<file path="src/logic/ppsc_pkg.sv">
// Shared types and constants for the package power state controller.
package ppsc_pkg;
    localparam int NUM_CORES = 4;
    localparam int CSTATE_W = 3;
    localparam int SLEEP_W = 2;
    localparam int MEM_W = 2;

    typedef enum logic [2:0] {
        CST_C0 = 3'h0,
        CST_C1 = 3'h1,
        CST_C1E = 3'h2,
        CST_C3 = 3'h3,
        CST_C6 = 3'h4,
        CST_C7 = 3'h5
    } ppsc_cstate_type;

    typedef enum logic [1:0] {
        SLP_S0 = 2'h0,
        SLP_S3 = 2'h1,
        SLP_S4 = 2'h2,
        SLP_S5 = 2'h3
    } ppsc_sleep_type;

    typedef enum logic [1:0] {
        MEM_POWER_UP = 2'h0,
        MEM_PRECHARGE_PD = 2'h1,
        MEM_ACTIVE_PD = 2'h2,
        MEM_SELF_REFRESH = 2'h3
    } ppsc_mem_type;

    typedef enum logic [2:0] {
        CS_RUN = 3'h0,
        CS_HALT = 3'h1,
        CS_FLUSH = 3'h2,
        CS_GATED = 3'h3,
        CS_SAVE = 3'h4,
        CS_OFF = 3'h5
    } ppsc_core_fsm_type;

    typedef enum logic [1:0] {
        LLC_ON = 2'h0,
        LLC_FLUSHING = 2'h1,
        LLC_OFF = 2'h2
    } ppsc_llc_type;
endpackage

</file>
<file path="src/logic/ppsc_core_seq.sv">
// Per-core idle sequencer: halt, cache write-back, clock gating, state save and power-off.
`timescale 1ns/1ps
module ppsc_core_seq (
    input wire logic clk_i,
    input wire logic rst_n_i,
    input wire logic [2:0] req_i,
    input wire logic flush_done_i,
    input wire logic save_done_i,
    output logic [2:0] state_o,
    output logic flush_req_o,
    output logic clk_gate_o,
    output logic save_req_o,
    output logic pwr_off_o
);
    ppsc_pkg::ppsc_core_fsm_type fsm_reg, fsm_next;
    logic [2:0] tgt_reg, tgt_next;
    logic [2:0] state_next;
    logic flush_next, gate_next, save_next, off_next;

    always_comb
    begin
        fsm_next = fsm_reg;
        tgt_next = tgt_reg;
        if (req_i == ppsc_pkg::CST_C0)
        begin
            fsm_next = ppsc_pkg::CS_RUN;
        end
        else
        begin
            unique case (fsm_reg)
                ppsc_pkg::CS_RUN:
                begin
                    tgt_next = req_i;
                    if (req_i == ppsc_pkg::CST_C1 || req_i == ppsc_pkg::CST_C1E)
                        fsm_next = ppsc_pkg::CS_HALT;
                    else
                        fsm_next = ppsc_pkg::CS_FLUSH;
                end
                ppsc_pkg::CS_HALT:
                    // A deeper request must pass C0 first, so only C1 and C1E trade places.
                    if (req_i == ppsc_pkg::CST_C1 || req_i == ppsc_pkg::CST_C1E)
                        tgt_next = req_i;
                ppsc_pkg::CS_FLUSH:
                    if (flush_done_i)
                        fsm_next = (tgt_reg == ppsc_pkg::CST_C3) ? ppsc_pkg::CS_GATED
                                                                 : ppsc_pkg::CS_SAVE;
                ppsc_pkg::CS_GATED:
                    fsm_next = ppsc_pkg::CS_GATED;
                ppsc_pkg::CS_SAVE:
                    if (save_done_i)
                        fsm_next = ppsc_pkg::CS_OFF;
                ppsc_pkg::CS_OFF:
                    tgt_next = (req_i == ppsc_pkg::CST_C7) ? ppsc_pkg::CST_C7
                                                           : ppsc_pkg::CST_C6;
                default:
                    fsm_next = ppsc_pkg::CS_RUN;
            endcase
        end
        // Outputs follow the next state so each one leaves a flip-flop.
        flush_next = (fsm_next == ppsc_pkg::CS_FLUSH);
        gate_next = (fsm_next == ppsc_pkg::CS_GATED) || (fsm_next == ppsc_pkg::CS_SAVE)
                    || (fsm_next == ppsc_pkg::CS_OFF) || (fsm_next == ppsc_pkg::CS_HALT);
        save_next = (fsm_next == ppsc_pkg::CS_SAVE);
        off_next = (fsm_next == ppsc_pkg::CS_OFF);
        unique case (fsm_next)
            ppsc_pkg::CS_HALT: state_next = tgt_next;
            ppsc_pkg::CS_GATED: state_next = ppsc_pkg::CST_C3;
            ppsc_pkg::CS_OFF: state_next = tgt_next;
            default: state_next = ppsc_pkg::CST_C0;
        endcase
    end

    always_ff @(posedge clk_i or negedge rst_n_i)
    begin
        if (!rst_n_i)
        begin
            fsm_reg <= ppsc_pkg::CS_RUN;
            tgt_reg <= ppsc_pkg::CST_C0;
            state_o <= ppsc_pkg::CST_C0;
            flush_req_o <= 1'b0;
            clk_gate_o <= 1'b0;
            save_req_o <= 1'b0;
            pwr_off_o <= 1'b0;
        end
        else
        begin
            fsm_reg <= fsm_next;
            tgt_reg <= tgt_next;
            state_o <= state_next;
            flush_req_o <= flush_next;
            clk_gate_o <= gate_next;
            save_req_o <= save_next;
            pwr_off_o <= off_next;
        end
    end

    property p_c3_after_flush;
        @(posedge clk_i) disable iff (!rst_n_i)
        (fsm_reg == ppsc_pkg::CS_FLUSH && flush_done_i && tgt_reg == ppsc_pkg::CST_C3
         && req_i != ppsc_pkg::CST_C0) |=> (clk_gate_o && state_o == ppsc_pkg::CST_C3);
    endproperty
    a_c3_after_flush: assert property (p_c3_after_flush)
        else $error("C3 gate did not follow the cache write-back.");

    property p_off_after_save;
        @(posedge clk_i) disable iff (!rst_n_i)
        $rose(pwr_off_o) |-> $past(save_req_o) && $past(save_done_i);
    endproperty
    a_off_after_save: assert property (p_off_after_save)
        else $error("Core voltage removed before state save completed.");
endmodule

</file>
<file path="src/logic/ppsc_top.sv">
// Package power state controller: core idle, cache, memory, graphics, sleep and interrupt steering.
`timescale 1ns/1ps
// What this block does
// - C3 writes back core caches, then gates clocks.
// - C6 saves state before core voltage removal.
// - C7 like C6; all-C7 starts LLC flush.
// - LLC voltage removed only after full flush.
// - C1 halts; C1E also lowest operating point.
// - Memory powered-up mode keeps CKE asserted.
// - Pre-charge power-down: CKE low, banks closed.
// - Active power-down: CKE low, bank open.
// - Self-refresh drops CKE, DRAM refreshes itself.
// - Suspend-to-RAM cold only; hot variant refused.
// - Suspend-to-disk removes all package power.
// - Soft-off removes power; leaving needs reboot.
// - Graphics D3 in S3: display off, core off.
// - Energy routing targets active; deep idle core 0 only if none in C0-C1E.
// - Performance routing prefers C1 cores over busy.
module ppsc_top #(
    parameter int NUM_CORES = ppsc_pkg::NUM_CORES
) (
    input wire logic clk_i,
    input wire logic rst_n_i,
    input wire logic [3*NUM_CORES-1:0] core_req_i,
    input wire logic [NUM_CORES-1:0] core_flush_done_i,
    input wire logic [NUM_CORES-1:0] core_save_done_i,
    input wire logic [NUM_CORES-1:0] core_busy_i,
    input wire logic llc_empty_i,
    input wire logic sleep_req_valid_i,
    input wire logic [1:0] sleep_req_i,
    input wire logic s3_hot_req_i,
    input wire logic wake_i,
    input wire logic mem_idle_req_i,
    input wire logic mem_sr_req_i,
    input wire logic banks_open_i,
    input wire logic gfx_d3_i,
    input wire logic irq_valid_i,
    input wire logic irq_perf_mode_i,
    output logic [3*NUM_CORES-1:0] core_state_o,
    output logic [NUM_CORES-1:0] core_flush_req_o,
    output logic [NUM_CORES-1:0] core_clk_gate_o,
    output logic [NUM_CORES-1:0] core_save_req_o,
    output logic [NUM_CORES-1:0] core_pwr_off_o,
    output logic llc_flush_req_o,
    output logic llc_pwr_off_o,
    output logic low_vf_o,
    output logic [2:0] pkg_cstate_o,
    output logic [1:0] sleep_state_o,
    output logic pkg_pwr_off_o,
    output logic reboot_req_o,
    output logic s3_hot_reject_o,
    output logic [1:0] mem_mode_o,
    output logic dram_cke_o,
    output logic sys_clk_on_o,
    output logic display_on_o,
    output logic gfx_pwr_off_o,
    output logic irq_valid_o,
    output logic [NUM_CORES-1:0] irq_target_o
);
    logic rst_meta_reg, rst_n_reg;

    // Release is synchronised so all state leaves reset on the same edge.
    always_ff @(posedge clk_i or negedge rst_n_i)
    begin
        if (!rst_n_i)
        begin
            rst_meta_reg <= 1'b0;
            rst_n_reg <= 1'b0;
        end
        else
        begin
            rst_meta_reg <= 1'b1;
            rst_n_reg <= rst_meta_reg;
        end
    end

    function automatic logic [NUM_CORES-1:0] first_of(input logic [NUM_CORES-1:0] mask);
        logic [NUM_CORES-1:0] pick;
        pick = '0;
        for (int i = NUM_CORES - 1; i >= 0; i--)
        begin
            if (mask[i])
                pick = '0;
            if (mask[i])
                pick[i] = 1'b1;
        end
        return pick;
    endfunction

    for (genvar g = 0; g < NUM_CORES; g++)
    begin : g_core
        ppsc_core_seq u_seq (
            .clk_i(clk_i),
            .rst_n_i(rst_n_reg),
            .req_i(core_req_i[3*g +: 3]),
            .flush_done_i(core_flush_done_i[g]),
            .save_done_i(core_save_done_i[g]),
            .state_o(core_state_o[3*g +: 3]),
            .flush_req_o(core_flush_req_o[g]),
            .clk_gate_o(core_clk_gate_o[g]),
            .save_req_o(core_save_req_o[g]),
            .pwr_off_o(core_pwr_off_o[g])
        );
    end

    ppsc_pkg::ppsc_llc_type llc_reg, llc_next;
    ppsc_pkg::ppsc_sleep_type sleep_reg, sleep_next, pend_reg, pend_next;
    logic [NUM_CORES-1:0] active_m, light_m, all_c7_m;
    logic all_c7;
    logic [2:0] pkg_next;
    logic [1:0] mem_next;
    logic s3_rej_next, irq_v_next;
    logic [NUM_CORES-1:0] irq_t_next;

    always_comb
    begin
        pkg_next = ppsc_pkg::CST_C7;
        for (int i = 0; i < NUM_CORES; i++)
        begin
            active_m[i] = (core_state_o[3*i +: 3] == ppsc_pkg::CST_C0);
            light_m[i] = (core_state_o[3*i +: 3] == ppsc_pkg::CST_C1)
                         || (core_state_o[3*i +: 3] == ppsc_pkg::CST_C1E);
            all_c7_m[i] = (core_req_i[3*i +: 3] == ppsc_pkg::CST_C7) && core_pwr_off_o[i];
            if (core_state_o[3*i +: 3] < pkg_next)
                pkg_next = core_state_o[3*i +: 3];
        end
        all_c7 = &all_c7_m;
        llc_next = llc_reg;
        unique case (llc_reg)
            ppsc_pkg::LLC_ON:
                if (all_c7)
                    llc_next = ppsc_pkg::LLC_FLUSHING;
            ppsc_pkg::LLC_FLUSHING:
                if (!all_c7)
                    llc_next = ppsc_pkg::LLC_ON;
                else if (llc_empty_i)
                    llc_next = ppsc_pkg::LLC_OFF;
            ppsc_pkg::LLC_OFF:
                if (!all_c7)
                    llc_next = ppsc_pkg::LLC_ON;
            default:
                llc_next = ppsc_pkg::LLC_ON;
        endcase
        // Package C7 is only reported once the shared cache is really powered down.
        if (pkg_next == ppsc_pkg::CST_C7 && llc_next != ppsc_pkg::LLC_OFF)
            pkg_next = ppsc_pkg::CST_C6;

        sleep_next = sleep_reg;
        pend_next = pend_reg;
        s3_rej_next = s3_hot_req_i;
        if (sleep_reg == ppsc_pkg::SLP_S0 && pend_reg == ppsc_pkg::SLP_S0)
        begin
            if (sleep_req_valid_i && !s3_hot_req_i)
                pend_next = ppsc_pkg::ppsc_sleep_type'(sleep_req_i);
        end
        else if (pend_reg != ppsc_pkg::SLP_S0)
        begin
            // Suspend-to-RAM is entered only once DRAM holds the context in self-refresh.
            if (pend_reg != ppsc_pkg::SLP_S3 || mem_mode_o == ppsc_pkg::MEM_SELF_REFRESH)
            begin
                sleep_next = pend_reg;
                pend_next = ppsc_pkg::SLP_S0;
            end
        end
        else if (wake_i && sleep_reg != ppsc_pkg::SLP_S5)
            sleep_next = ppsc_pkg::SLP_S0;

        if (pend_reg == ppsc_pkg::SLP_S3 || sleep_reg == ppsc_pkg::SLP_S3 || mem_sr_req_i)
            mem_next = ppsc_pkg::MEM_SELF_REFRESH;
        else if (mem_idle_req_i && banks_open_i)
            mem_next = ppsc_pkg::MEM_ACTIVE_PD;
        else if (mem_idle_req_i)
            mem_next = ppsc_pkg::MEM_PRECHARGE_PD;
        else
            mem_next = ppsc_pkg::MEM_POWER_UP;

        irq_v_next = irq_valid_i;
        irq_t_next = '0;
        if (irq_valid_i)
        begin
            if (irq_perf_mode_i)
            begin
                if (|light_m)
                    irq_t_next = first_of(light_m);
                else if (|(active_m & ~core_busy_i))
                    irq_t_next = first_of(active_m & ~core_busy_i);
                else
                    irq_t_next = first_of(active_m);
            end
            else
            begin
                if (|active_m)
                    irq_t_next = first_of(active_m);
                else
                    irq_t_next = first_of(light_m);
            end
            // With every core in deep idle some core must still take the interrupt.
            if (irq_t_next == '0)
                irq_t_next[0] = 1'b1;
        end
    end

    always_ff @(posedge clk_i or negedge rst_n_reg)
    begin
        if (!rst_n_reg)
        begin
            llc_reg <= ppsc_pkg::LLC_ON;
            sleep_reg <= ppsc_pkg::SLP_S0;
            pend_reg <= ppsc_pkg::SLP_S0;
            llc_flush_req_o <= 1'b0;
            llc_pwr_off_o <= 1'b0;
            low_vf_o <= 1'b0;
            pkg_cstate_o <= ppsc_pkg::CST_C0;
            sleep_state_o <= ppsc_pkg::SLP_S0;
            pkg_pwr_off_o <= 1'b0;
            reboot_req_o <= 1'b0;
            s3_hot_reject_o <= 1'b0;
            mem_mode_o <= ppsc_pkg::MEM_POWER_UP;
            dram_cke_o <= 1'b1;
            sys_clk_on_o <= 1'b1;
            display_on_o <= 1'b0;
            gfx_pwr_off_o <= 1'b0;
            irq_valid_o <= 1'b0;
            irq_target_o <= '0;
        end
        else
        begin
            llc_reg <= llc_next;
            sleep_reg <= sleep_next;
            pend_reg <= pend_next;
            llc_flush_req_o <= (llc_next == ppsc_pkg::LLC_FLUSHING);
            llc_pwr_off_o <= (llc_next == ppsc_pkg::LLC_OFF);
            low_vf_o <= (pkg_next >= ppsc_pkg::CST_C1E);
            pkg_cstate_o <= pkg_next;
            sleep_state_o <= sleep_next;
            pkg_pwr_off_o <= (sleep_next != ppsc_pkg::SLP_S0);
            reboot_req_o <= (sleep_next == ppsc_pkg::SLP_S5);
            s3_hot_reject_o <= s3_rej_next;
            mem_mode_o <= mem_next;
            dram_cke_o <= (mem_next == ppsc_pkg::MEM_POWER_UP);
            sys_clk_on_o <= (sleep_next == ppsc_pkg::SLP_S0);
            display_on_o <= (sleep_next == ppsc_pkg::SLP_S0) && !gfx_d3_i;
            gfx_pwr_off_o <= (sleep_next != ppsc_pkg::SLP_S0) && gfx_d3_i;
            irq_valid_o <= irq_v_next;
            irq_target_o <= irq_t_next;
        end
    end

    property p_llc_all_c7;
        @(posedge clk_i) disable iff (!rst_n_reg)
        $rose(llc_flush_req_o) |-> $past(all_c7);
    endproperty
    a_llc_all_c7: assert property (p_llc_all_c7)
        else $error("Cache flush began without every core in C7.");

    property p_llc_off_flushed;
        @(posedge clk_i) disable iff (!rst_n_reg)
        $rose(llc_pwr_off_o) |-> $past(llc_flush_req_o) && $past(llc_empty_i);
    endproperty
    a_llc_off_flushed: assert property (p_llc_off_flushed)
        else $error("Cache voltage removed before the flush finished.");

    property p_cke_up;
        @(posedge clk_i) disable iff (!rst_n_reg)
        (mem_mode_o == ppsc_pkg::MEM_POWER_UP) == dram_cke_o;
    endproperty
    a_cke_up: assert property (p_cke_up)
        else $error("CKE disagrees with powered-up memory mode.");

    property p_precharge_pd;
        @(posedge clk_i) disable iff (!rst_n_reg)
        (mem_idle_req_i && !banks_open_i && !mem_sr_req_i && pend_reg == ppsc_pkg::SLP_S0
         && sleep_reg == ppsc_pkg::SLP_S0) |=> (mem_mode_o == ppsc_pkg::MEM_PRECHARGE_PD);
    endproperty
    a_precharge_pd: assert property (p_precharge_pd)
        else $error("Closed banks did not give pre-charge power-down.");

    property p_active_pd;
        @(posedge clk_i) disable iff (!rst_n_reg)
        (mem_mode_o == ppsc_pkg::MEM_ACTIVE_PD) |-> !dram_cke_o && $past(banks_open_i);
    endproperty
    a_active_pd: assert property (p_active_pd)
        else $error("Active power-down without an open bank.");

    property p_s3_hot;
        @(posedge clk_i) disable iff (!rst_n_reg)
        (s3_hot_req_i && sleep_reg == ppsc_pkg::SLP_S0) |=> s3_hot_reject_o
            ##1 (sleep_state_o == ppsc_pkg::SLP_S0);
    endproperty
    a_s3_hot: assert property (p_s3_hot)
        else $error("Hot suspend-to-RAM request was not refused.");

    property p_s5_sticky;
        @(posedge clk_i) disable iff (!rst_n_reg)
        (sleep_state_o == ppsc_pkg::SLP_S5) |=> (sleep_state_o == ppsc_pkg::SLP_S5)[*3];
    endproperty
    a_s5_sticky: assert property (p_s5_sticky)
        else $error("Soft-off left without a reboot.");

    property p_energy_route;
        @(posedge clk_i) disable iff (!rst_n_reg)
        (irq_valid_i && !irq_perf_mode_i && |active_m) |=> |(irq_target_o & $past(active_m));
    endproperty
    a_energy_route: assert property (p_energy_route)
        else $error("Energy routing woke an idle core.");

    property p_perf_route;
        @(posedge clk_i) disable iff (!rst_n_reg)
        (irq_valid_i && irq_perf_mode_i && |light_m) |=> |(irq_target_o & $past(light_m));
    endproperty
    a_perf_route: assert property (p_perf_route)
        else $error("Performance routing skipped a halted core.");
endmodule

</file>
<file path="config.mk">
export PLATFORM = sky130hd
export DESIGN_NAME = ppsc_top
export DESIGN_NICKNAME = d
export VERILOG_FILES = /design/src/logic/ppsc_pkg.sv /design/src/logic/ppsc_core_seq.sv /design/src/logic/ppsc_top.sv
export SDC_FILE = /design/constraint.sdc
export NUM_CORES = 1
export LEC_CHECK = 0
export ABC_AREA = 1
export BUFFER_PORTS_ARGS = -buffer_cell sky130_fd_sc_hd__buf_2
export CAP_MARGIN = 10
export CORE_MARGIN = 2
export CORE_UTILIZATION = 29
export CTS_CLUSTER_SIZE = 40
export DETAILED_ROUTE_END_ITERATION = 16
export HOLD_SLACK_MARGIN = 0.05
export PLACE_DENSITY = 0.54
export SETUP_SLACK_MARGIN = 0.3
export SKIP_LAST_GASP = 1
export SYNTH_ARGS = -nofsm -noshare
export SYNTH_HDL_FRONTEND = slang
export SYNTH_HIERARCHICAL = 1
export SYNTH_SLANG_ARGS = --single-unit
</file>
<file path="constraint.sdc">
create_clock -name clk_i -period 6.14 [get_ports clk_i]
set_clock_uncertainty 0.1 [all_clocks]
set_input_delay 0.614 -clock clk_i [delete_from_list [all_inputs] [get_ports clk_i]]
set_output_delay 0.614 -clock clk_i [all_outputs]
set_load 0.01 [all_outputs]
</file>
==> Flow_metrics.wiki, run 1 <==
{| class="wikitable"
! Metric !! Value
|-
| Area share of the leading cell type in the synthesized netlist || 0.4406
|-
| Largest buffer count on any clock path || 2
|-
| Number of buffers created by CTS || 9
|-
| Congestion Overflow GR || 0
|-
| Top flip-flop cell by instance count after synthesis || sky130_fd_sc_hd__dfrtp_1
|-
| Final TNS setup || 0 ns
|-
| Net count of the mapped netlist || ~640
|-
| Avg Cell Area, Syn || between 7 and 8 um^2
|-
| Rel. slew slack || 0.5514
|-
| First-pass GRT wire length || 16410 um
|-
| Post-CTS Setup Inserts || 0
|-
| Synthesized instance count || ~590
|-
| DP Cell Count || about 870
|-
| Maximum fanout along the worst path || 6
|-
| HPWL after detailed placement || between 7000 and 8000 um
|-
| Detail-routed net length per standard cell || 10.93 um
|-
| Global-route usage over all layers || 0.1275
|-
| Die Footprint || 16280 um^2
|-
| Total clock sinks || 80
|-
| Worst path arrival time || 2.47 ns
|-
| Clk Tree Root Cell || sky130_fd_sc_hd__clkbuf_16
|-
| Antenna violation net count after detailed routing || 0
|-
| Clock period minus worst slack || between 2 and 2.5 ns
|-
| Synth-to-Final Area Change || 22.20%
|-
| Clock power frac || 0.198
|-
| Number of H-tree levels || 3
|-
| Total number of yosys warnings || 6
|-
| Share of synthesized area occupied by flip-flops and latches || 0.4524
|-
| Combinational share of power || 0.502
|-
| Routability Congestion || 0.8438
|-
| Overall die width || approximately 130 um
|-
| Critical Path Sink Type || flip-flop
|-
| Unrepaired setup endpoints after global routing || no
|-
| Register share of total power || 0.300
|-
| Number of antenna violations at the first check in global routing || 0
|-
| Endpoints failing setup || 0
|-
| Sw power || about 1200 uW
|-
| EDFF count, synth || 0
|-
| Post-route DRC violation count || 0
|-
| Highest clock frequency the design can meet || 425.0 MHz
|-
| Sort of element at the start of the critical path || flip-flop
|-
| Path category of the worst min-delay check || reg -> async
|-
| Period utilisation layout || 0.3832
|-
| Antenna Cells || 0
|-
| Die Ht || 127.6 um
|-
| #FFs+latches synth || 80
|-
| Clock tree from TritonCTS || yes
|-
| I/O pin count || 88
|-
| CP required || 6.26 ns
|-
| Pin count of the biggest net entering global routing || 53
|-
| Core Region || around 15000 um^2
|-
| Synth unique cells || 32
|-
| Leading cell type in the layout, fill and taps excluded || sky130_fd_sc_hd__nand2_1
|-
| Outcome || finished, final reports clean
|-
| Fin nets || 736
|-
| Initial standard-cell utilization of the core || 0.2936
|-
| Total leakage power || 0.003096 uW
|-
| Avg Vias per Cell || 4.254
|-
| First drt pass iteration count || 4
|-
| Ratio of cells with drive above 1 in the final layout || 0.2855
|-
| Most frequent cells in the layout || sky130_fd_sc_hd__nand2_1, sky130_fd_sc_hd__inv_1, sky130_fd_sc_hd__buf_2
|-
| Fin. Hold Viols || 0
|-
| Routed via count || around 3800
|-
| Clock transition time at the flip-flop clock pins of the worst setup and hold paths || around 0.06 ns
|-
| Overall routed net length || 9675 um
|-
| Max-cap viol count || 0
|-
| Final std cells w/o fill || just under 900
|-
| Total internal power || 1531 uW
|-
| Number of max-slew violations in the final report || 0
|-
| Clk Latency, worst-skew pair || 0.34 ns
|-
| Standard-cell rows || 45
|-
| Start-to-end type of the worst setup path || reg -> reg
|-
| Share of async-settable or async-resettable flops after synthesis || 1.000
|-
| Maximum ir drop on the vdd rail || around 0.18 mV
|-
| Net Sw Frac || 0.4459
|-
| Transition time at the pin with the least slew margin || 0.6729 ns
|-
| DRC marker count from the first detailed-route iteration || around 160
|-
| Top area cells in the synthesized netlist || sky130_fd_sc_hd__dfrtp_1, sky130_fd_sc_hd__nand2_1, sky130_fd_sc_hd__inv_1
|-
| Number of global-route vias before repair || roughly 3600
|-
| Cell taking the most area after synthesis || sky130_fd_sc_hd__dfrtp_1
|-
| Power density relative to cell area || 510.3 nW/um^2
|-
| Count of input and output buffers || 87
|-
| Cell Area, Synth || 4430 um^2
|}
-- path summary, 6_finish.rpt --
| path | slack (ns) | startpoint | cells after the start | to |
|---|---|---|---|---|
| min in group clk_i | 0.25 | rst_meta_reg | 0 | rst_n_reg |
| setup reg to reg | 3.79 | g_core[0].u_seq/state_o[2] | 18 | low_vf_o |
| max in group asynchronous | 4.80 | rst_n_reg | 1 | g_core[0].u_seq/fsm_reg[2] |
| hold / removal | 0.14 | rst_n_reg | 0 | g_core[1].u_seq/fsm_reg[2] |
| hold reg to reg | 0.14 | rst_n_reg | 0 | g_core[1].u_seq/fsm_reg[2] |
| setup / recovery | 3.79 | g_core[0].u_seq/state_o[2] | 18 | low_vf_o |
-- routing by layer --
| metal | up-vias | GRT usage | share of wire |
|---|---|---|---|
| li1 | 2013 | - | - |
| met1 | 1666 | 0.1610 | 0.48 |
| met2 | 73 | 0.2060 | 0.45 |
| met3 | 13 | 0.03183 | 0.050 |
| met4 | 0 | 0.05818 | 0.020 |
| met5 | - | 0 | 0 |
-- through the flow --
step | power [uW] | hold slack, ns | cell area (um^2) | worst slack (ns) | util
floorplan | 1907 | 0.2184 | 4431 | 3.650 | -
global placement | 2236 | 0.1629 | 5104 | 3.855 | 0.3382
detailed placement | 2236 | 0.1699 | 5104 | 3.786 | 0.3382
CTS | 2804 | 0.1708 | 5414 | 3.777 | 0.3588
global route | 3044 | 0.1847 | 5414 | 3.459 | 0.3588
finish | 2763 | 0.1392 | 5414 | 3.787 | 0.3588
-- what timing repair did --
action | in CTS | in global routing
hold buffers | 1 | 0
endpoints found under the hold margin | 2 | 0
gates resized for setup | 0 | 0
-- synthesized netlist by cell type (2+ instances only) --
master / number
sky130_fd_sc_hd__nor2_1: 69
sky130_fd_sc_hd__nand3_2: 8
sky130_fd_sc_hd__o22ai_1: 2
sky130_fd_sc_hd__o21ai_0: 7
sky130_fd_sc_hd__dfrtp_1: 78
sky130_fd_sc_hd__ha_1: 6
sky130_fd_sc_hd__nand3_1: 48
sky130_fd_sc_hd__nor3_1: 3
sky130_fd_sc_hd__a21oi_1: 14
sky130_fd_sc_hd__inv_2: 29
sky130_fd_sc_hd__nand3_4: 4
sky130_fd_sc_hd__nand4_1: 6
sky130_fd_sc_hd__nand2_1: 165
sky130_fd_sc_hd__nor2_4: 4
sky130_fd_sc_hd__dfstp_2: 2
sky130_fd_sc_hd__a31oi_1: 2
sky130_fd_sc_hd__nor2_2: 14
sky130_fd_sc_hd__nand2_2: 25
sky130_fd_sc_hd__a21oi_2: 4
sky130_fd_sc_hd__inv_1: 88
sky130_fd_sc_hd__nand2_4: 4
-- kinds of logic (layout without fill, tap and decap cells) --
logic type,count (synthesis),in the layout,share of synthesized area
AOI/OAI and AO/OA,33,33,0.04603
adders and majority gates,6,6,0.01694
buffers and inverters,118,222,0.1011
DFF,80,80,0.4524
other,1,1,0.0008464
and+or+nand+nor,355,355,0.3827
-- cell type report --
cell class / instances / area [um^2]
tap: 188 / 235.2
multi-input combinational: 395 / 1978
inverter: 117 / 439.2
sequential: 80 / 2008
clock buffer: 13 / 260.3
clock inverter: 3 / 40.04
fill: 1580 / 9676
timing repair buffer: 89 / 452.9
-- critical path, stage by stage, from the launching register on --
cell and delay [ns]:
sky130_fd_sc_hd__dfrtp_1 0.43, sky130_fd_sc_hd__inv_1 0.10, sky130_fd_sc_hd__nand2_1 0.09, sky130_fd_sc_hd__ha_1 0.29
sky130_fd_sc_hd__inv_1 0.03, sky130_fd_sc_hd__nor2_1 0.10, sky130_fd_sc_hd__nand2_2 0.09, sky130_fd_sc_hd__nand3_1 0.09
sky130_fd_sc_hd__nand2_2 0.07, sky130_fd_sc_hd__nor2_2 0.07, sky130_fd_sc_hd__nand2_1 0.06, sky130_fd_sc_hd__nand2_2 0.10
sky130_fd_sc_hd__nand3_1 0.11, sky130_fd_sc_hd__nand4_2 0.13, sky130_fd_sc_hd__nand2_1 0.09, sky130_fd_sc_hd__inv_2 0.08
sky130_fd_sc_hd__nand2_2 0.06, sky130_fd_sc_hd__nand2_1 0.08, sky130_fd_sc_hd__nand3b_1 0.08
-- power by group through the flow --
stage          combinational [uW]  sequential [uW]  clock (uW)
2_1_floorplan                1030              873           0
3_3_place_gp                 1400              839           0
3_5_place_dp                 1400              837           0
4_1_cts                      1400              830         571
5_1_grt                      1590              855         595
6_report                     1390              829         546
Power figures use the tool's default switching activity.
==> run 2, diff against run 1 <==
==> constraint.sdc (replaced) <==
create_clock -name clk_i -period 2.2 [get_ports clk_i]
set_clock_uncertainty 0.1 [all_clocks]
set_input_delay 0.22 -clock clk_i [delete_from_list [all_inputs] [get_ports clk_i]]
set_output_delay 0.22 -clock clk_i [all_outputs]
set_load 0.01 [all_outputs]
==> run 2 against run 1 <==
  * The run now ends with negative setup slack left
  * Worst hold slack worse by 0.059 ns
  * Combinational power grew to 3.3 times the previous value
  * Sequential cell count is the same
  * Largest power group unchanged
==> Flow_metrics.wiki, run 2 (same netlist as run 1, synthesis figures left out) <==
{| class="wikitable"
! Metric !! Value
|-
| Outcome || finished with violations
|-
| Violated checks || negative setup slack
|-
| HPWL after detailed placement || ~7800 um
|-
| Clk Latency, worst-skew pair || 0.34 ns
|-
| Net Sw Frac || 0.4483
|-
| Clock period minus worst slack || 2.281 ns
|-
| Post-route DRC violation count || 0
|-
| Clock transition time at the flip-flop clock pins of the worst setup and hold paths || about 0.06 ns
|-
| GR Util met3 || 0.02889
|-
| Leading cell type in the layout, fill and taps excluded || sky130_fd_sc_hd__nand2_1
|-
| Overall routed net length || roughly 10000 um
|-
| Standard-cell rows || 45
|-
| Met2 usage || 0.2114
|-
| Routed via count || 3902
|-
| Period utilisation layout || 1.037
|-
| Rel. slew slack || 0.5333
|-
| Start-to-end type of the worst setup path || reg -> reg
|-
| Number of global-route vias before repair || 3636
|-
| Max-cap viol count || 0
|-
| Path category of the worst min-delay check || in -> async
|-
| Register share of total power || 0.277
|-
| Setup slack at placement || -0.1007 ns
|-
| Maximum ir drop on the vdd rail || 0.4732 mV
|-
| Final TNS setup || -0.2001 ns
|-
| Sort of element at the start of the critical path || flip-flop
|-
| Met1 layer usage reported by global route || 0.1662
|-
| Detail-routed net length per standard cell || 11.17 um
|-
| Design area || around 5800 um^2
|-
| Fin nets || 761
|-
| Worst slack on hold paths || about 0.08 ns
|-
| Total leakage power || 0.003239 uW
|-
| Pin count of the biggest net entering global routing || 53
|-
| Die Footprint || 16280 um^2
|-
| Total internal power || 4625 uW
|-
| Number of max-slew violations in the final report || 0
|-
| Worst path arrival time || 2.41 ns
|-
| Power density relative to cell area || 1449 nW/um^2
|-
| Die Ht || 127.6 um
|-
| Sw power || ~3800 uW
|-
| Routability Congestion || 0.8047
|-
| Unrepaired setup endpoints after global routing || yes
|-
| Antenna violation net count after detailed routing || 0
|-
| Highest clock frequency the design can meet || 438.4 MHz
|-
| Largest buffer count on any clock path || 2
|-
| Combinational share of power || 0.541
|-
| Most frequent cells in the layout || sky130_fd_sc_hd__nand2_1, sky130_fd_sc_hd__buf_2, sky130_fd_sc_hd__inv_1
|-
| Total clock sinks || 80
|-
| Count of input and output buffers || 87
|-
| Avg Vias per Cell || 4.288
|-
| Endpoints failing setup || 4
|-
| Number of H-tree levels || 3
|-
| Congestion Overflow GR || 0
|-
| DRC marker count from the first detailed-route iteration || 116
|-
| Synth-to-Final Area Change || 30.58%
|-
| Maximum fanout along the worst path || 4
|-
| Max stage delay on crit path || between 0.4 and 0.5 ns
|-
| First-pass GRT wire length || 16820 um
|-
| Clk Tree Root Cell || sky130_fd_sc_hd__clkbuf_16
|-
| Max stage delay cell, worst path || sky130_fd_sc_hd__dfrtp_2
|-
| Number of buffers created by CTS || 9
|-
| Core Region || 15090 um^2
|-
| Clock power frac || 0.182
|-
| First drt pass iteration count || 4
|-
| Most Used Layer, Global Route || met2
|-
| Global-route usage over all layers || 0.1307
|-
| Number of antenna violations at the first check in global routing || 0
|-
| Initial standard-cell utilization of the core || 0.2936
|-
| Overall die width || about 130 um
|-
| Ratio of cells with drive above 1 in the final layout || 0.3421
|-
| I/O pin count || 88
|-
| Clock tree from TritonCTS || yes
|-
| Setup WS post-layout || -0.08125 ns
|-
| Fin. Hold Viols || 0
|-
| CP required || 2.33 ns
|-
| Transition time at the pin with the least slew margin || roughly 0.7 ns
|-
| Critical Path Sink Type || flip-flop
|-
| Most repeated library cell on the critical path || sky130_fd_sc_hd__nand2_2
|-
| Instance area at placement || 5246 um^2
|-
| Antenna Cells || 0
|-
| Ordered list of cells on the worst path || ha_4, inv_2, a21oi_4, nand2_4, nand2_2, nand2_2, nor2_2, nand2_2, nand2_4, nand2_4, nand2_4, nand4_4, nand2_2, inv_2, nand2_2, nand2_1, nand2_1, nor2_2
|}
run 2: through the flow:
stage	cells	utilization	power, uW
after floorplan	593	-	5385
final	910	0.3834	8384
after global routing	910	0.3834	9152
after detailed placement	880	0.3477	6467
after CTS	908	0.3779	8180
after global placement	880	0.3477	6450
run 2: what timing repair did:
item | 4_1_cts | 5_1_grt
hold buffers | 9 | 0
endpoints found under the hold margin | 11 | 0
setup endpoints to repair | 7 | 8
pin swaps | 6 | 8
gates resized for setup | 10 | 18
buffers inserted | 3 | 2
run 2: cell type report:
class                      instances  area (um^2)
multi-input combinational        395         2120
timing repair buffer             114        673.1
fill                            1609         9304
inverter                         117        439.2
clock buffer                      11        252.7
tap                              188        235.2
sequential                        80         2011
clock inverter                     5        55.05
run 2: power by group through the flow:
stage	logic, uW	registers [uW]	clock network [uW]
4_1_cts	4250	2330	1600
5_1_grt	5110	2390	1650
6_report	4540	2320	1530
3_5_place_dp	4130	2340	0
2_1_floorplan	2940	2450	0
3_3_place_gp	4100	2350	0
run 2: worst paths after layout:
kind,startpoint,to,slack (ns),depth (start not counted)
max,g_core[0].u_seq/state_o[2],pkg_cstate_o[0],-0.08,18
max in group asynchronous,rst_n_reg,g_core[1].u_seq/state_o[2],1.11,1
min,rst_n_i,rst_n_reg,0.08,2
min in group clk_i,llc_empty_i,llc_reg[0],0.08,4
min reg2reg,rst_meta_reg,rst_n_reg,0.25,0
max reg2reg,g_core[0].u_seq/state_o[2],pkg_cstate_o[0],-0.08,18
run 2: metal layers:
metal	vias up	wire, um
met2	57	4941
met1	1777	4661
met5	-	0
met4	0	192
met3	10	369
li1	2058	-
run 2: critical path: cells and delay by family (launching register included):
| kind | cells | cell delay, ns |
|---|---|---|
| compound gates | 1 | 0.20 |
| simple gates | 14 | 1.02 |
| buf+inv | 2 | 0.09 |
| flops | 1 | 0.43 |
| fa+ha+maj | 1 | 0.30 |
==> run 3, diff against run 2 <==
==> constraint.sdc (replaced) <==
create_clock -name clk_i -period 2.2 [get_ports clk_i]
set_clock_uncertainty 0.1 [all_clocks]
set_input_delay 0.22 -clock clk_i [delete_from_list [all_inputs] [get_ports clk_i]]
set_output_delay 0.22 -clock clk_i [all_outputs]
set_load 0.05 [all_outputs]
==> run 3 against run 2 <==
  * Setup slack worse by 0.048 ns
  * Critical path depth up 4
  * Core utilization up 1.4 points
  * Routed wire length up 1.1%
  * Die area unchanged
  * Cell area up 3.8%
  * Critical endpoint unchanged
  * Worst hold slack better by 0.0027 ns
  * Combinational power up 28%
  * The run still ends with negative setup slack left
  * Largest power group unchanged
==> Flow_metrics.wiki, run 3 (same netlist as run 1, synthesis figures left out) <==
{| class="wikitable"
! Metric !! Value
|-
| Overall routed net length || 10280 um
|-
| Congestion Overflow GR || 0
|-
| Clk Latency, worst-skew pair || 0.34 ns
|-
| Clock period minus worst slack || 2.329 ns
|-
| I/O pin count || between 80 and 90
|-
| Most frequent cells in the layout || sky130_fd_sc_hd__nand2_1, sky130_fd_sc_hd__buf_2, sky130_fd_sc_hd__inv_1
|-
| Antenna Cells || 0
|-
| Outcome || finished with violations
|-
| First-pass GRT wire length || ~17000 um
|-
| Start-to-end type of the worst setup path || reg -> reg
|-
| Avg Vias per Cell || between 4 and 5
|-
| Largest buffer count on any clock path || 2
|-
| Standard-cell rows || 45
|-
| Clock tree from TritonCTS || yes
|-
| Unrepaired setup endpoints after global routing || yes
|-
| Total stage count of the critical path || 22
|-
| Routability Congestion || 0.8101
|-
| Sort of element at the start of the critical path || flip-flop
|-
| Highest clock frequency the design can meet || 429.3 MHz
|-
| Highest routed metal layer || met4
|-
| Worst-case reg-to-reg path depth || 22
|-
| Die Footprint || 16280 um^2
|-
| Maximum ir drop on the vdd rail || between 0.6 and 0.7 mV
|-
| Number of antenna violations at the first check in global routing || 0
|-
| Initial standard-cell utilization of the core || 0.2936
|-
| DRC marker count from the first detailed-route iteration || 183
|-
| WL met3 || 582 um
|-
| Leading cell type in the layout, fill and taps excluded || sky130_fd_sc_hd__nand2_1
|-
| Path category of the worst min-delay check || in -> async
|-
| Count of input and output buffers || 87
|-
| Most repeated library cell on the critical path || sky130_fd_sc_hd__nand2_4
|-
| Worst path arrival time || between 2 and 2.5 ns
|-
| Clock transition time at the flip-flop clock pins of the worst setup and hold paths || 0.06 ns
|-
| Detail-routed net length per standard cell || 11.19 um
|-
| Core Region || 15090 um^2
|-
| Final std cells w/o fill || 919
|-
| Ratio of cells with drive above 1 in the final layout || 0.3817
|-
| Number of H-tree levels || 3
|-
| CP required || around 2.3 ns
|-
| Max stage delay cell, worst path || sky130_fd_sc_hd__dfrtp_2
|-
| Setup WS post-layout || -0.1293 ns
|-
| Global-route usage over all layers || 0.1304
|-
| Total leakage power || ~0.0033 uW
|-
| First drt pass iteration count || 4
|-
| Violated checks || negative setup slack
|-
| Synth-to-Final Area Change || 35.50%
|-
| Number of global-route vias before repair || 3761
|-
| Total clock sinks || 80
|-
| Overall die width || roughly 130 um
|-
| Setup slack at placement || -0.1104 ns
|-
| Top cell family by delay on the critical path || simple AND/OR/NAND/NOR gates
|-
| Routed via count || 3933
|-
| Maximum fanout along the worst path || 4
|-
| Utilization after layout || 0.3978
|-
| Number of max-slew violations in the final report || 0
|-
| Final Power || 9876 uW
|-
| Critical Path Sink Type || flip-flop
|-
| DP Cell Count || between 800 and 900
|-
| Ordered list of cells on the worst path || inv_2, nand2_4, ha_4, inv_4, nor2_4, nand2_4, nand2_4, nand2_2, nand2_2, nor2_2, nand2_1, nand2_2, nand2_4, nand2_4, nand3_2, nand2_2, inv_2, nand2_4, nand2_4, nand2_2, nand2_2, nor2_2
|-
| Power density relative to cell area || 1645 nW/um^2
|-
| HPWL after detailed placement || 7624 um
|-
| Antenna violation net count after detailed routing || 0
|-
| Post-route DRC violation count || 0
|-
| Max-cap viol count || 0
|-
| Routed wl met2 || 4878 um
|-
| Fin nets || 770
|-
| Clk Tree Root Cell || sky130_fd_sc_hd__clkbuf_16
|-
| Die Ht || 127.6 um
|-
| CP Buf/Inv Count || 3
|-
| Endpoints failing setup || 4
|-
| Fin. Hold Viols || 0
|-
| Fill cells || ~1600
|-
| Length of routed wiring on met1 || 4697 um
|-
| Max stage delay on crit path || approximately 0.45 ns
|-
| Number of buffers created by CTS || 9
|-
| Pin count of the biggest net entering global routing || 47
|-
| Period utilisation layout || 1.059
|}
run 3: changes by cell type in the layout (fill, tap and decap cells not counted), moves of 3 or more:
cell	previous run	this run
sky130_fd_sc_hd__buf_4	17	23
sky130_fd_sc_hd__a21oi_2	4	8
sky130_fd_sc_hd__nand2_1	157	154
sky130_fd_sc_hd__nand2_4	10	13
sky130_fd_sc_hd__dfrtp_2	2	9
sky130_fd_sc_hd__inv_1	84	80
sky130_fd_sc_hd__a21oi_1	14	10
sky130_fd_sc_hd__dfrtp_1	75	68
run 3: worst paths after layout:
path,endpoint,startpoint,slack (ns)
max,pkg_cstate_o[0],g_core[0].u_seq/state_o[2],-0.13
min,rst_n_reg,rst_n_i,0.08
max reg2reg,pkg_cstate_o[0],g_core[0].u_seq/state_o[2],-0.13
min reg2reg,g_core[2].u_seq/clk_gate_o,rst_n_reg,0.18
max in group asynchronous,dram_cke_o,rst_n_reg,1.18
min in group clk_i,llc_reg[0],llc_empty_i,0.09
run 3: where the power goes:
group | internal, uW | total [uW] | leakage [uW] | switching (uW)
Combinational | 1930 | 5790 | 0.00213 | 3860
Sequential | 1990 | 2320 | 0.00101 | 338
Clock | 1170 | 1760 | 0.000173 | 588
Total | 5090 | 9880 | 0.00331 | 4790
run 3: area by class of cell:
cell class	instances	area, um^2	area share
Tap cell	188	235.2	0.03918
Timing Repair Buffer	123	750.7	0.1251
Inverter	117	444.2	0.07399
Clock buffer	12	256.5	0.04273
Sequential cell	80	2019	0.3364
Clock inverter	4	98.84	0.01647
Multi-Input combinational cell	395	2198	0.3662
run 3: layer usage:
layer | global-route usage | vias to the layer above
li1 | - | 2074
met4 | 0.04460 | 0
met1 | 0.1609 | 1763
met5 | 0 | -
met3 | 0.03978 | 8
met2 | 0.2170 | 88
run 3: stage by stage:
step	area, um^2	TNS, ns	hold WS [ns]
6_report	6003	-0.4057	0.08256
5_1_grt	6003	-1.244	0.1036
4_1_cts	5818	-0.2328	0.06244
3_5_place_dp	5234	-0.3442	-0.09279
3_3_place_gp	5234	-0.1529	-0.09285
2_1_floorplan	4484	-0.3847	-0.1756
run 3: worst reg2reg max path: cells and delay by family (launching register included):
family / cells / cell delay (ns)
DFF: 1 / 0.45
buffers and inverters: 3 / 0.18
adders and majority gates: 1 / 0.27
and+or+nand+nor: 18 / 1.23
run 3: repair_timing:
| action | 4_1_cts | 5_1_grt |
|---|---|---|
| endpoints found under the setup margin | 6 | 9 |
| endpoints found under the hold margin | 11 | 0 |
| pin swaps | 14 | 25 |
| setup buffers | 9 | 7 |
| resized for setup | 18 | 36 |
| hold buffers | 10 | 0 |
